$ cat config.mk
export PLATFORM = sky130hd
export DESIGN_NAME = peripheral_port_config
export DESIGN_NICKNAME = d
export VERILOG_FILES = /design/src/common/port_cfg_pkg.sv /design/src/common/irq_pin_if.sv /design/src/rtl/io_addr_match.sv /design/src/rtl/irq_pin_drive.sv /design/src/rtl/peripheral_port_config.sv
export VERILOG_INCLUDE_DIRS = /design/src /design/src/common
export SDC_FILE = /design/constraint.sdc
export NUM_CORES = 1
export LEC_CHECK = 0
export BUFFER_PORTS_ARGS = -buffer_cell sky130_fd_sc_hd__buf_2
export CAP_MARGIN = 20
export CORE_MARGIN = 1
export CORE_UTILIZATION = 51
export CTS_CLUSTER_DIAMETER = 120
export DETAILED_ROUTE_END_ITERATION = 10
export PLACE_DENSITY = 0.79
export SLEW_MARGIN = 10
export SYNTH_ARGS = -nofsm -noshare
export SYNTH_HDL_FRONTEND = slang
export SYNTH_SLANG_ARGS = --single-unit
$ cat constraint.sdc
create_clock -name sys_clk -period 1.7 [get_ports sys_clk]
set_input_delay 0.17 -clock sys_clk [delete_from_list [all_inputs] [get_ports sys_clk]]
set_output_delay 0.17 -clock sys_clk [all_outputs]
set_load 0.02 [all_outputs]
$ cat src/common/port_cfg_map.svh
/*
 * Register indices, field positions, reset values and write masks
 * of the peripheral port configuration bank.
 * Assumes an 8-bit index space reached through the register port.
 */
`ifndef PORT_CFG_MAP_SVH
`define PORT_CFG_MAP_SVH

// Register indices
`define PCFG_PAR_CTRL_IDX 8'hBE
`define PCFG_PAR_BASE_IDX 8'hBF
`define PCFG_SER_CTRL_IDX 8'hDB

// Parallel port control fields
`define PCFG_PAR_IRQ_POL_BIT 7
`define PCFG_ECP_OFF_BIT 6
`define PCFG_PAR_DIS_BIT 4
`define PCFG_PAR_PD_BIT 3
`define PCFG_FDC_REDIR_BIT 2
`define PCFG_FDD2_BIT 1

// Serial port control fields
`define PCFG_SERB_POL_BIT 7
`define PCFG_SERA_POL_BIT 6
`define PCFG_BAUD_GATE_BIT 5
`define PCFG_SERA_DIS_BIT 4
`define PCFG_SERA_PD_BIT 3
`define PCFG_SERB_DIS_BIT 1
`define PCFG_SERB_PD_BIT 0

// Reset values, strap-loaded bits excluded
`define PCFG_PAR_CTRL_RST 8'hC0
`define PCFG_PAR_BASE_RST 8'h9E
`define PCFG_SER_CTRL_RST 8'hC0

// Bits software may change
`define PCFG_PAR_CTRL_WMASK 8'hDC
`define PCFG_PAR_BASE_WMASK 8'hFF
`define PCFG_SER_CTRL_WMASK 8'hFB

`endif

$ cat src/common/port_cfg_pkg.sv
/*
 * Types shared by the peripheral port configuration design.
 * Assumes the constants header is compiled alongside.
 */
package port_cfg_pkg;

	typedef logic [7:0] cfg_byte_t;
	typedef logic [9:0] io_addr_t;

	// Start-up phase: straps are caught once, then normal running
	typedef enum logic {
		PH_STRAP = 1'b0,
		PH_RUN = 1'b1
	} cfg_phase_e;

endpackage : port_cfg_pkg

$ cat src/common/irq_pin_if.sv
/*
 * Carrier between the configuration bank and one interrupt pin driver.
 * Assumes the driver samples everything on the system clock.
 */
`timescale 1ns/1ps

interface irq_pin_if;
	logic req;
	logic activeHigh;
	logic enable;
	logic pinOut;
	logic pinOe;

	modport drv (input req, input activeHigh, input enable, output pinOut, output pinOe);
	modport ctl (output req, output activeHigh, output enable, input pinOut, input pinOe);
endinterface : irq_pin_if

$ cat src/rtl/io_addr_match.sv
/*
 * Compares an I/O address against a programmed base on A9..A2.
 * Assumes address and strobe are synchronous to sys_clk.
 */
`timescale 1ns/1ps

module io_addr_match (
	// Clock and reset
	input wire logic sys_clk,
	input wire logic reset,
	// Address in
	input wire port_cfg_pkg::io_addr_t ioAddr,
	input wire logic ioStrobe,
	// Settings
	input wire port_cfg_pkg::cfg_byte_t baseAddr,
	input wire logic enable,
	// Result
	output logic hit_q
);
	import port_cfg_pkg::*;

	logic hitNow;

	// Four-byte window, nothing decoded while disabled
	assign hitNow = ioStrobe & enable & (ioAddr[9:2] == baseAddr);

	always_ff @(posedge sys_clk or posedge reset) begin
		if (reset) begin
			hit_q <= 1'b0;
		end else begin
			hit_q <= hitNow;
		end
	end
endmodule : io_addr_match

$ cat src/rtl/irq_pin_drive.sv
/*
 * Drives one interrupt pin with programmable polarity.
 * Assumes the request is synchronous to sys_clk.
 */
`timescale 1ns/1ps

module irq_pin_drive (
	// Clock and reset
	input wire logic sys_clk,
	input wire logic reset,
	// Pin control
	irq_pin_if.drv pin
);
	// Level follows polarity; pin released while its port is off
	always_ff @(posedge sys_clk or posedge reset) begin
		if (reset) begin
			pin.pinOut <= 1'b0;
			pin.pinOe <= 1'b0;
		end else begin
			pin.pinOut <= pin.activeHigh ? pin.req : ~pin.req;
			pin.pinOe <= pin.enable;
		end
	end
endmodule : irq_pin_drive

$ cat src/rtl/peripheral_port_config.sv
/*
 * Configuration bank for the parallel and serial peripheral ports:
 * interrupt polarity, ECP enable, port disable and power-down,
 * parallel base decode, floppy redirect and baud clock gating.
 * Assumes one 125 MHz clock, all inputs synchronous to it, and a
 * register port with read data one cycle after the read strobe.
 */
// Chosen here: the address-and-strobe port.
// Functional notes
// - Three interrupt polarity bits, one means high
// - ECP bit zero enables, resets disabled
// - Parallel disable bit, power-up from strap
// - Parallel power-down bit, resets to zero
// - Floppy redirect to parallel pins, resets off
// - Second floppy status bit, read-only, resets zero
// - Parallel base A9..A2, resets to 9E
// - Baud clock gate, one stops, resets zero
// - Primary serial disable, power-up from strap
// - Primary serial power-down, power-up from strap
// - Secondary serial disable, power-down, reset zero
`timescale 1ns/1ps
`include "port_cfg_map.svh"

module peripheral_port_config (
	// Clock and reset
	input wire logic sys_clk,
	input wire logic reset,
	// Register port
	input wire port_cfg_pkg::cfg_byte_t regAddr,
	input wire port_cfg_pkg::cfg_byte_t regWrData,
	input wire logic regWrite,
	input wire logic regRead,
	output port_cfg_pkg::cfg_byte_t regRdData,
	// Power-up straps
	input wire logic strapParDisable,
	input wire logic strapSerDisable,
	input wire logic strapSerPowerDown,
	// Status from the floppy logic
	input wire logic secondFddPresent,
	// I/O decode
	input wire port_cfg_pkg::io_addr_t ioAddr,
	input wire logic ioStrobe,
	output logic parAddrHit,
	// Interrupt requests from the ports
	input wire logic parIrqReq,
	input wire logic serIrqReqA,
	input wire logic serIrqReqB,
	// Interrupt pins
	output logic parallel_irq_out,
	output logic parallelIrqOe,
	output logic serial_irq_out_a,
	output logic serialIrqOeA,
	output logic serial_irq_out_b,
	output logic serialIrqOeB,
	// Baud clock enable
	input wire logic baudTickIn,
	output logic baudTickOut,
	// Parallel port controls
	output logic ecpEnable,
	output logic parEnable,
	output logic parPowerDown,
	output logic fdcRedirect,
	// Serial port controls
	output logic serEnableA,
	output logic serPowerDownA,
	output logic serEnableB,
	output logic serPowerDownB
);
	import port_cfg_pkg::*;

	////////////////////////////////////////////////////////////////////
	// Helpers
	// Keeps read-only and reserved bits, takes writable ones
	function automatic cfg_byte_t mergeWrite(
		input cfg_byte_t oldVal,
		input cfg_byte_t newVal,
		input cfg_byte_t wrMask
	);
		mergeWrite = (oldVal & ~wrMask) | (newVal & wrMask);
	endfunction : mergeWrite

	////////////////////////////////////////////////////////////////////
	// Declarations
	cfg_phase_e phase_q;
	cfg_phase_e phase_d;
	cfg_byte_t parCtrl_q;
	cfg_byte_t parCtrl_d;
	cfg_byte_t parBase_q;
	cfg_byte_t parBase_d;
	cfg_byte_t serCtrl_q;
	cfg_byte_t serCtrl_d;
	cfg_byte_t rdData_q;
	cfg_byte_t rdData_d;
	logic fdd2_q;
	logic baudTick_q;
	logic ecp_q;
	logic parEn_q;
	logic parPd_q;
	logic redir_q;
	logic serEnA_q;
	logic serPdA_q;
	logic serEnB_q;
	logic serPdB_q;

	logic selParCtrl;
	logic selParBase;
	logic selSerCtrl;
	logic wrParCtrl;
	logic wrParBase;
	logic wrSerCtrl;
	logic loadStraps;
	cfg_byte_t parCtrlView;
	cfg_byte_t rdMux;

	logic parOn;
	logic serOnA;
	logic serOnB;

	irq_pin_if parPin ();
	irq_pin_if serPinA ();
	irq_pin_if serPinB ();

	////////////////////////////////////////////////////////////////////
	// Address decode
	// Index selects for the three registers
	assign selParCtrl = (regAddr == `PCFG_PAR_CTRL_IDX);
	assign selParBase = (regAddr == `PCFG_PAR_BASE_IDX);
	assign selSerCtrl = (regAddr == `PCFG_SER_CTRL_IDX);

	// Write enables; writes elsewhere are dropped
	assign wrParCtrl = regWrite & selParCtrl;
	assign wrParBase = regWrite & selParBase;
	assign wrSerCtrl = regWrite & selSerCtrl;

	// Straps are caught once, on the first edge after release
	assign loadStraps = (phase_q == PH_STRAP);

	////////////////////////////////////////////////////////////////////
	// Start-up phase
	always_comb begin
		phase_d = phase_q;
		unique case (phase_q)
			PH_STRAP: phase_d = PH_RUN;
			PH_RUN: phase_d = PH_RUN;
		endcase
	end

	always_ff @(posedge sys_clk or posedge reset) begin
		if (reset) begin
			phase_q <= PH_STRAP;
		end else begin
			phase_q <= phase_d;
		end
	end

	////////////////////////////////////////////////////////////////////
	// Parallel port control register
	// Strap load overrides a write landing on the same edge
	always_comb begin
		parCtrl_d = parCtrl_q;
		if (wrParCtrl) begin
			parCtrl_d = mergeWrite(parCtrl_q, regWrData, `PCFG_PAR_CTRL_WMASK);
		end
		if (loadStraps) begin
			parCtrl_d[`PCFG_PAR_DIS_BIT] = strapParDisable;
		end
	end

	// Polarity and ECP-off set, disable bit clear; port held off until straps land
	always_ff @(posedge sys_clk or posedge reset) begin
		if (reset) begin
			parCtrl_q <= `PCFG_PAR_CTRL_RST;
		end else begin
			parCtrl_q <= parCtrl_d;
		end
	end

	// Second-drive status tracks the floppy logic, never software
	always_ff @(posedge sys_clk or posedge reset) begin
		if (reset) begin
			fdd2_q <= 1'b0;
		end else begin
			fdd2_q <= secondFddPresent;
		end
	end

	// Read view: stored bits plus live status, reserved bits zero
	always_comb begin
		parCtrlView = parCtrl_q & `PCFG_PAR_CTRL_WMASK;
		parCtrlView[`PCFG_FDD2_BIT] = fdd2_q;
	end

	////////////////////////////////////////////////////////////////////
	// Parallel base address register
	always_comb begin
		parBase_d = parBase_q;
		if (wrParBase) begin
			parBase_d = mergeWrite(parBase_q, regWrData, `PCFG_PAR_BASE_WMASK);
		end
	end

	always_ff @(posedge sys_clk or posedge reset) begin
		if (reset) begin
			parBase_q <= `PCFG_PAR_BASE_RST;
		end else begin
			parBase_q <= parBase_d;
		end
	end

	////////////////////////////////////////////////////////////////////
	// Serial port control register
	// Both primary serial bits take their straps once
	always_comb begin
		serCtrl_d = serCtrl_q;
		if (wrSerCtrl) begin
			serCtrl_d = mergeWrite(serCtrl_q, regWrData, `PCFG_SER_CTRL_WMASK);
		end
		if (loadStraps) begin
			serCtrl_d[`PCFG_SERA_DIS_BIT] = strapSerDisable;
			serCtrl_d[`PCFG_SERA_PD_BIT] = strapSerPowerDown;
		end
	end

	// Polarity bits set, gate open, secondary port on
	always_ff @(posedge sys_clk or posedge reset) begin
		if (reset) begin
			serCtrl_q <= `PCFG_SER_CTRL_RST;
		end else begin
			serCtrl_q <= serCtrl_d;
		end
	end

	////////////////////////////////////////////////////////////////////
	// Read path
	// Unmapped indices read as zero
	assign rdMux = selParCtrl ? parCtrlView :
		selParBase ? parBase_q :
		selSerCtrl ? (serCtrl_q & `PCFG_SER_CTRL_WMASK) :
		8'h00;

	// Data stands only in the cycle after the strobe
	assign rdData_d = regRead ? rdMux : 8'h00;

	always_ff @(posedge sys_clk or posedge reset) begin
		if (reset) begin
			rdData_q <= 8'h00;
		end else begin
			rdData_q <= rdData_d;
		end
	end

	assign regRdData = rdData_q;

	////////////////////////////////////////////////////////////////////
	// Port enables
	// Disable bits active high; parallel and primary serial off until straps land, so no stray drive
	assign parOn = ~parCtrl_q[`PCFG_PAR_DIS_BIT] & ~loadStraps;
	assign serOnA = ~serCtrl_q[`PCFG_SERA_DIS_BIT] & ~loadStraps;
	assign serOnB = ~serCtrl_q[`PCFG_SERB_DIS_BIT];

	////////////////////////////////////////////////////////////////////
	// Parallel address decode

	// A disabled port answers no I/O cycle; its base stays stored
	io_addr_match u_parDecode (
		.sys_clk(sys_clk),
		.reset(reset),
		.ioAddr(ioAddr),
		.ioStrobe(ioStrobe),
		.baseAddr(parBase_q),
		.enable(parOn),
		.hit_q(parAddrHit)
	);

	////////////////////////////////////////////////////////////////////
	// Interrupt pins

	// Pin released, not driven, while its port is off
	assign parPin.req = parIrqReq;
	assign parPin.activeHigh = parCtrl_q[`PCFG_PAR_IRQ_POL_BIT];
	assign parPin.enable = parOn;

	assign serPinA.req = serIrqReqA;
	assign serPinA.activeHigh = serCtrl_q[`PCFG_SERA_POL_BIT];
	assign serPinA.enable = serOnA;

	assign serPinB.req = serIrqReqB;
	assign serPinB.activeHigh = serCtrl_q[`PCFG_SERB_POL_BIT];
	assign serPinB.enable = serOnB;

	irq_pin_drive u_parIrq (
		.sys_clk(sys_clk),
		.reset(reset),
		.pin(parPin)
	);

	irq_pin_drive u_serIrqA (
		.sys_clk(sys_clk),
		.reset(reset),
		.pin(serPinA)
	);

	irq_pin_drive u_serIrqB (
		.sys_clk(sys_clk),
		.reset(reset),
		.pin(serPinB)
	);

	assign parallel_irq_out = parPin.pinOut;
	assign parallelIrqOe = parPin.pinOe;
	assign serial_irq_out_a = serPinA.pinOut;
	assign serialIrqOeA = serPinA.pinOe;
	assign serial_irq_out_b = serPinB.pinOut;
	assign serialIrqOeB = serPinB.pinOe;

	////////////////////////////////////////////////////////////////////
	// Baud clock gate

	// Gating the enable, not the clock, keeps one clock tree
	always_ff @(posedge sys_clk or posedge reset) begin
		if (reset) begin
			baudTick_q <= 1'b0;
		end else begin
			baudTick_q <= baudTickIn & ~serCtrl_q[`PCFG_BAUD_GATE_BIT];
		end
	end

	assign baudTickOut = baudTick_q;

	////////////////////////////////////////////////////////////////////
	// Control outputs

	// Registered copies so every output leaves a flip-flop
	always_ff @(posedge sys_clk or posedge reset) begin
		if (reset) begin
			ecp_q <= 1'b0;
			parEn_q <= 1'b0;
			parPd_q <= 1'b0;
			redir_q <= 1'b0;
			serEnA_q <= 1'b0;
			serPdA_q <= 1'b0;
			serEnB_q <= 1'b0;
			serPdB_q <= 1'b0;
		end else begin
			ecp_q <= ~parCtrl_q[`PCFG_ECP_OFF_BIT];
			parEn_q <= parOn;
			parPd_q <= parCtrl_q[`PCFG_PAR_PD_BIT];
			redir_q <= parCtrl_q[`PCFG_FDC_REDIR_BIT];
			serEnA_q <= serOnA;
			serPdA_q <= serCtrl_q[`PCFG_SERA_PD_BIT];
			serEnB_q <= serOnB;
			serPdB_q <= serCtrl_q[`PCFG_SERB_PD_BIT];
		end
	end

	assign ecpEnable = ecp_q;
	assign parEnable = parEn_q;
	assign parPowerDown = parPd_q;
	assign fdcRedirect = redir_q;
	assign serEnableA = serEnA_q;
	assign serPowerDownA = serPdA_q;
	assign serEnableB = serEnB_q;
	assign serPowerDownB = serPdB_q;

endmodule : peripheral_port_config
==> metrics.txt <==
status=finished, final reports clean; crit path cell chain=buf_2, nand4_2, nor3_4, mux2_2; hold slack final=approximately 0.00033 ns; Critical R2R Launch=parBase_q[7]; Initial Utilization=0.5525; CP endpoint kind=flop; sequential cell area fraction in the yosys report=0.5717; core outline area=between 0.003 and 0.004 mm²; Routability Congestion=about 0.84; Setup Fix Bufs, Post-CTS=0; crit-path leading delay family=simple AND/OR/NAND/NOR gates; Post-Route WL=3987 µm; Final Net Count=roughly 250; Req. time, crit path=1.88 ns; antenna-violating nets left=0; Post-Syn Area per Cell=12.59 µm²; first-pass GRT wire length=6713 µm; CP Launch Point=regAddr[1]; top-count cell post-synth=dfrtp_1; Rel. slew slack=0.6565; Worst Hold Class=input pin to async pin; dpl cells=252; Area after DPL=0.002235 mm²; Setup CP Type=input pin to flop; area of the mapped netlist=between 0.0015 and 0.002 mm²; Top FF cell, synth=dfrtp_1; post-cts sizing count=0; Yosys reg bits=43; P per Cell Area=around 900 mW/mm²; Num Clock Sinks=43; vias per cell=5.475; clock tree from TritonCTS=built; slew of the pin with the lowest slew margin=between 0.5 and 0.6 ns; Iter 0 DRT Violations=slightly above 60; die width=between 60 and 70 µm; final number of max-transition violations=0; total CTS buffers=5; total number of vias=1,429; CP Capture Point=parBase_q[5]; Final Hold Vio Count=0; Worst VDD drop=about 0.46 mV; Die H=~63 µm; top cell type's share of synthesized area=0.4474; WP depth=4; layout cells sized above 1=0.4698; htree depth=2; I/O Pins=63; leakage=about 1.1 nW; # rows=21; DR WL/cell=between 15 and 20 µm; setup violators final=0; area grow syn2layout=23.62%; Reg clk slew, reported paths=approximately 0.070 ns; Overflow after GRT=0; # Max-Cap Violations=0; Cells after Synth=around 150; die area=roughly 0.0040 mm²; fin crit share=0.7771; syn nets=between 150 and 200; total negative slack=0 ns; Final min period=1.321 ns; non-filler instance count after layout=around 260; R2R Setup Slk=about 0.57 ns; RSZ-0062 raised after global routing=false; antenna violations before repair=0; Post-synth EDFFs=0; clock buffer depth=2; residual DRC count=0; vias in the first global route=around 1,400; Post-Place Worst Slack=about 0.072 ns; Root Buffer Master=clkbuf_8; final instance area=around 0.0024 mm²; CP bufs+invs=1; clk_lat worst skew=0.29 ns; CP max FO=9; IO Port Bufs=60; synth unique cells=36; reg2reg path depth=3; Synth area leader=dfrtp_1; Max Clock Skew=0.003878 ns; Arr. time, crit path=about 1.5 ns; r2r endpoint=regRdData[7]; slowest library cell on the worst path=nor3_4; ys async rst share=1.000; hold-fix buffers at CTS=1; pin count of the biggest net entering global routing=44; FMAX=about 0.76 GHz; Antenna Cells=0; iteration count of the initial detailed-routing pass=4; Fillers=269; crit start category=input pin; setup ws final=0.3790 ns; gr usage total=0.2261; commonest cells in the synthesized netlist=34 x dfrtp_1, 17 x mux2_2, 16 x nand3_1; dpl hpwl=between 2000 and 3000 µm; synth top area cells=dfrtp_1 45%, dfstp_2 12%, mux2_2 10%; Ys Warns=0; Worst path max stage delay=around 0.54 ns
-- per-layer routing --
layer  up-vias  global-route usage  routed length, µm
met3         5             0.06159                257
li1        662                   -                  -
met1       706              0.2817               1605
met2        56              0.3763               2064
met5         -                   0                  0
met4         0             0.07849                 59
-- power breakdown --
group          internal, mW  switching, mW
sequential             1.08         0.0310
combinational         0.105          0.135
clock                 0.439          0.325
-- state kept, by name, summed over array words and instances (netlist names) --
| name | count |
|---|---|
| fdd2_q | 1 |
| u_parIrq.pin.pinOut | 1 |
| parBase_q | 8 |
| parPowerDown | 1 |
| serCtrl_q | 7 |
| serPowerDownB | 1 |
| u_serIrqA.pin.pinOe | 1 |
| parCtrl_q | 5 |
| serPowerDownA | 1 |
| regRdData | 8 |
| baudTickOut | 1 |
| u_serIrqB.pin.pinOe | 1 |
| u_serIrqB.pin.pinOut | 1 |
| phase_q | 1 |
| fdcRedirect | 1 |
| u_parIrq.pin.pinOe | 1 |
| u_serIrqA.pin.pinOut | 1 |
| ecpEnable | 1 |
| u_parDecode.hit_q | 1 |
-- kinds of logic after synthesis --
logic type | share of synthesized area
xor gates and xnor gates | 0.05066
other | 0.001972
and+or+nand+nor | 0.1704
DFF | 0.5717
AOI/OAI and AO/OA | 0.06053
buffers and inverters | 0.03882
muxes | 0.1059
-- through the flow --
stage | utilization | power [mW]
finish | 0.6830 | 2.113
global route | 0.6830 | 2.203
CTS | 0.6830 | 2.132
detailed placement | 0.6492 | 1.367
global placement | 0.6492 | 1.356
floorplan | - | 1.263
-- worst register-to-register path: cells and delay by family, from the launching register on --
| family | cells | cell delay [ns] |
|---|---|---|
| flip-flops | 1 | 0.56 |
| AO/OA/AOI/OAI | 1 | 0.29 |
| AND/OR/NAND/NOR | 2 | 0.17 |
-- area by class of cell --
cell class                 count  area, µm²  share of cell area
clock inverter                 1      30.03             0.01277
inverter                       5      18.77            0.007983
multi-input combinational     94      740.7              0.3151
sequential                    43       1087              0.4625
timing repair buffer          65      340.3              0.1448
clock buffer                   7      76.32             0.03246
tap                           46      57.56             0.02448
-- worst min-delay path by stage --
stage | from | endpoint | slack, ns | cells past startpoint
2_1_floorplan | secondFddPresent | fdd2_q | 0.20 | 0
3_3_place_gp | secondFddPresent | fdd2_q | 0.28 | 1
3_5_place_dp | secondFddPresent | fdd2_q | 0.28 | 1
4_1_cts | reset | u_serIrqB.pin.pinOe | 0.01 | 3
5_1_grt | reset | serCtrl_q[5] | 0.05 | 3
6_report | reset | parBase_q[5] | 0.0003 | 3
-- placed cells by master (no fill, tap or decap), drive strengths merged --
| cell type | netlist | final |
|---|---|---|
| buf | 6 | 64 |
| dfrtp | 34 | 34 |
| mux2 | 17 | 17 |
| nand3 | 17 | 17 |
| xnor2 | 11 | 11 |
| dfstp | 9 | 9 |
| clkbuf | 3 | 7 |
| o31ai | 6 | 6 |
| a21oi | 6 | 6 |
| inv | 5 | 5 |
| nand2b | 5 | 5 |
| nor2 | 3 | 3 |
| a31oi | 3 | 3 |
| nor2b | 3 | 3 |
| nand4 | 3 | 3 |
| nor3 | 3 | 3 |
| nand2 | 2 | 2 |
| nand4bb | 2 | 2 |
| nor4 | 2 | 2 |
| and4 | 1 | 1 |
| and4bb | 1 | 1 |
| nand3b | 1 | 1 |
| o41ai | 1 | 1 |
| or4 | 1 | 1 |
| and3b | 1 | 1 |
| o21ai | 1 | 1 |
| mux2i | 1 | 1 |
| a211oi | 1 | 1 |
| or3 | 1 | 1 |
| bufinv | 0 | 1 |
| dlygate4sd3 | 0 | 1 |
| conb | 1 | 1 |
Note: power is estimated with default switching activity, not from simulation.
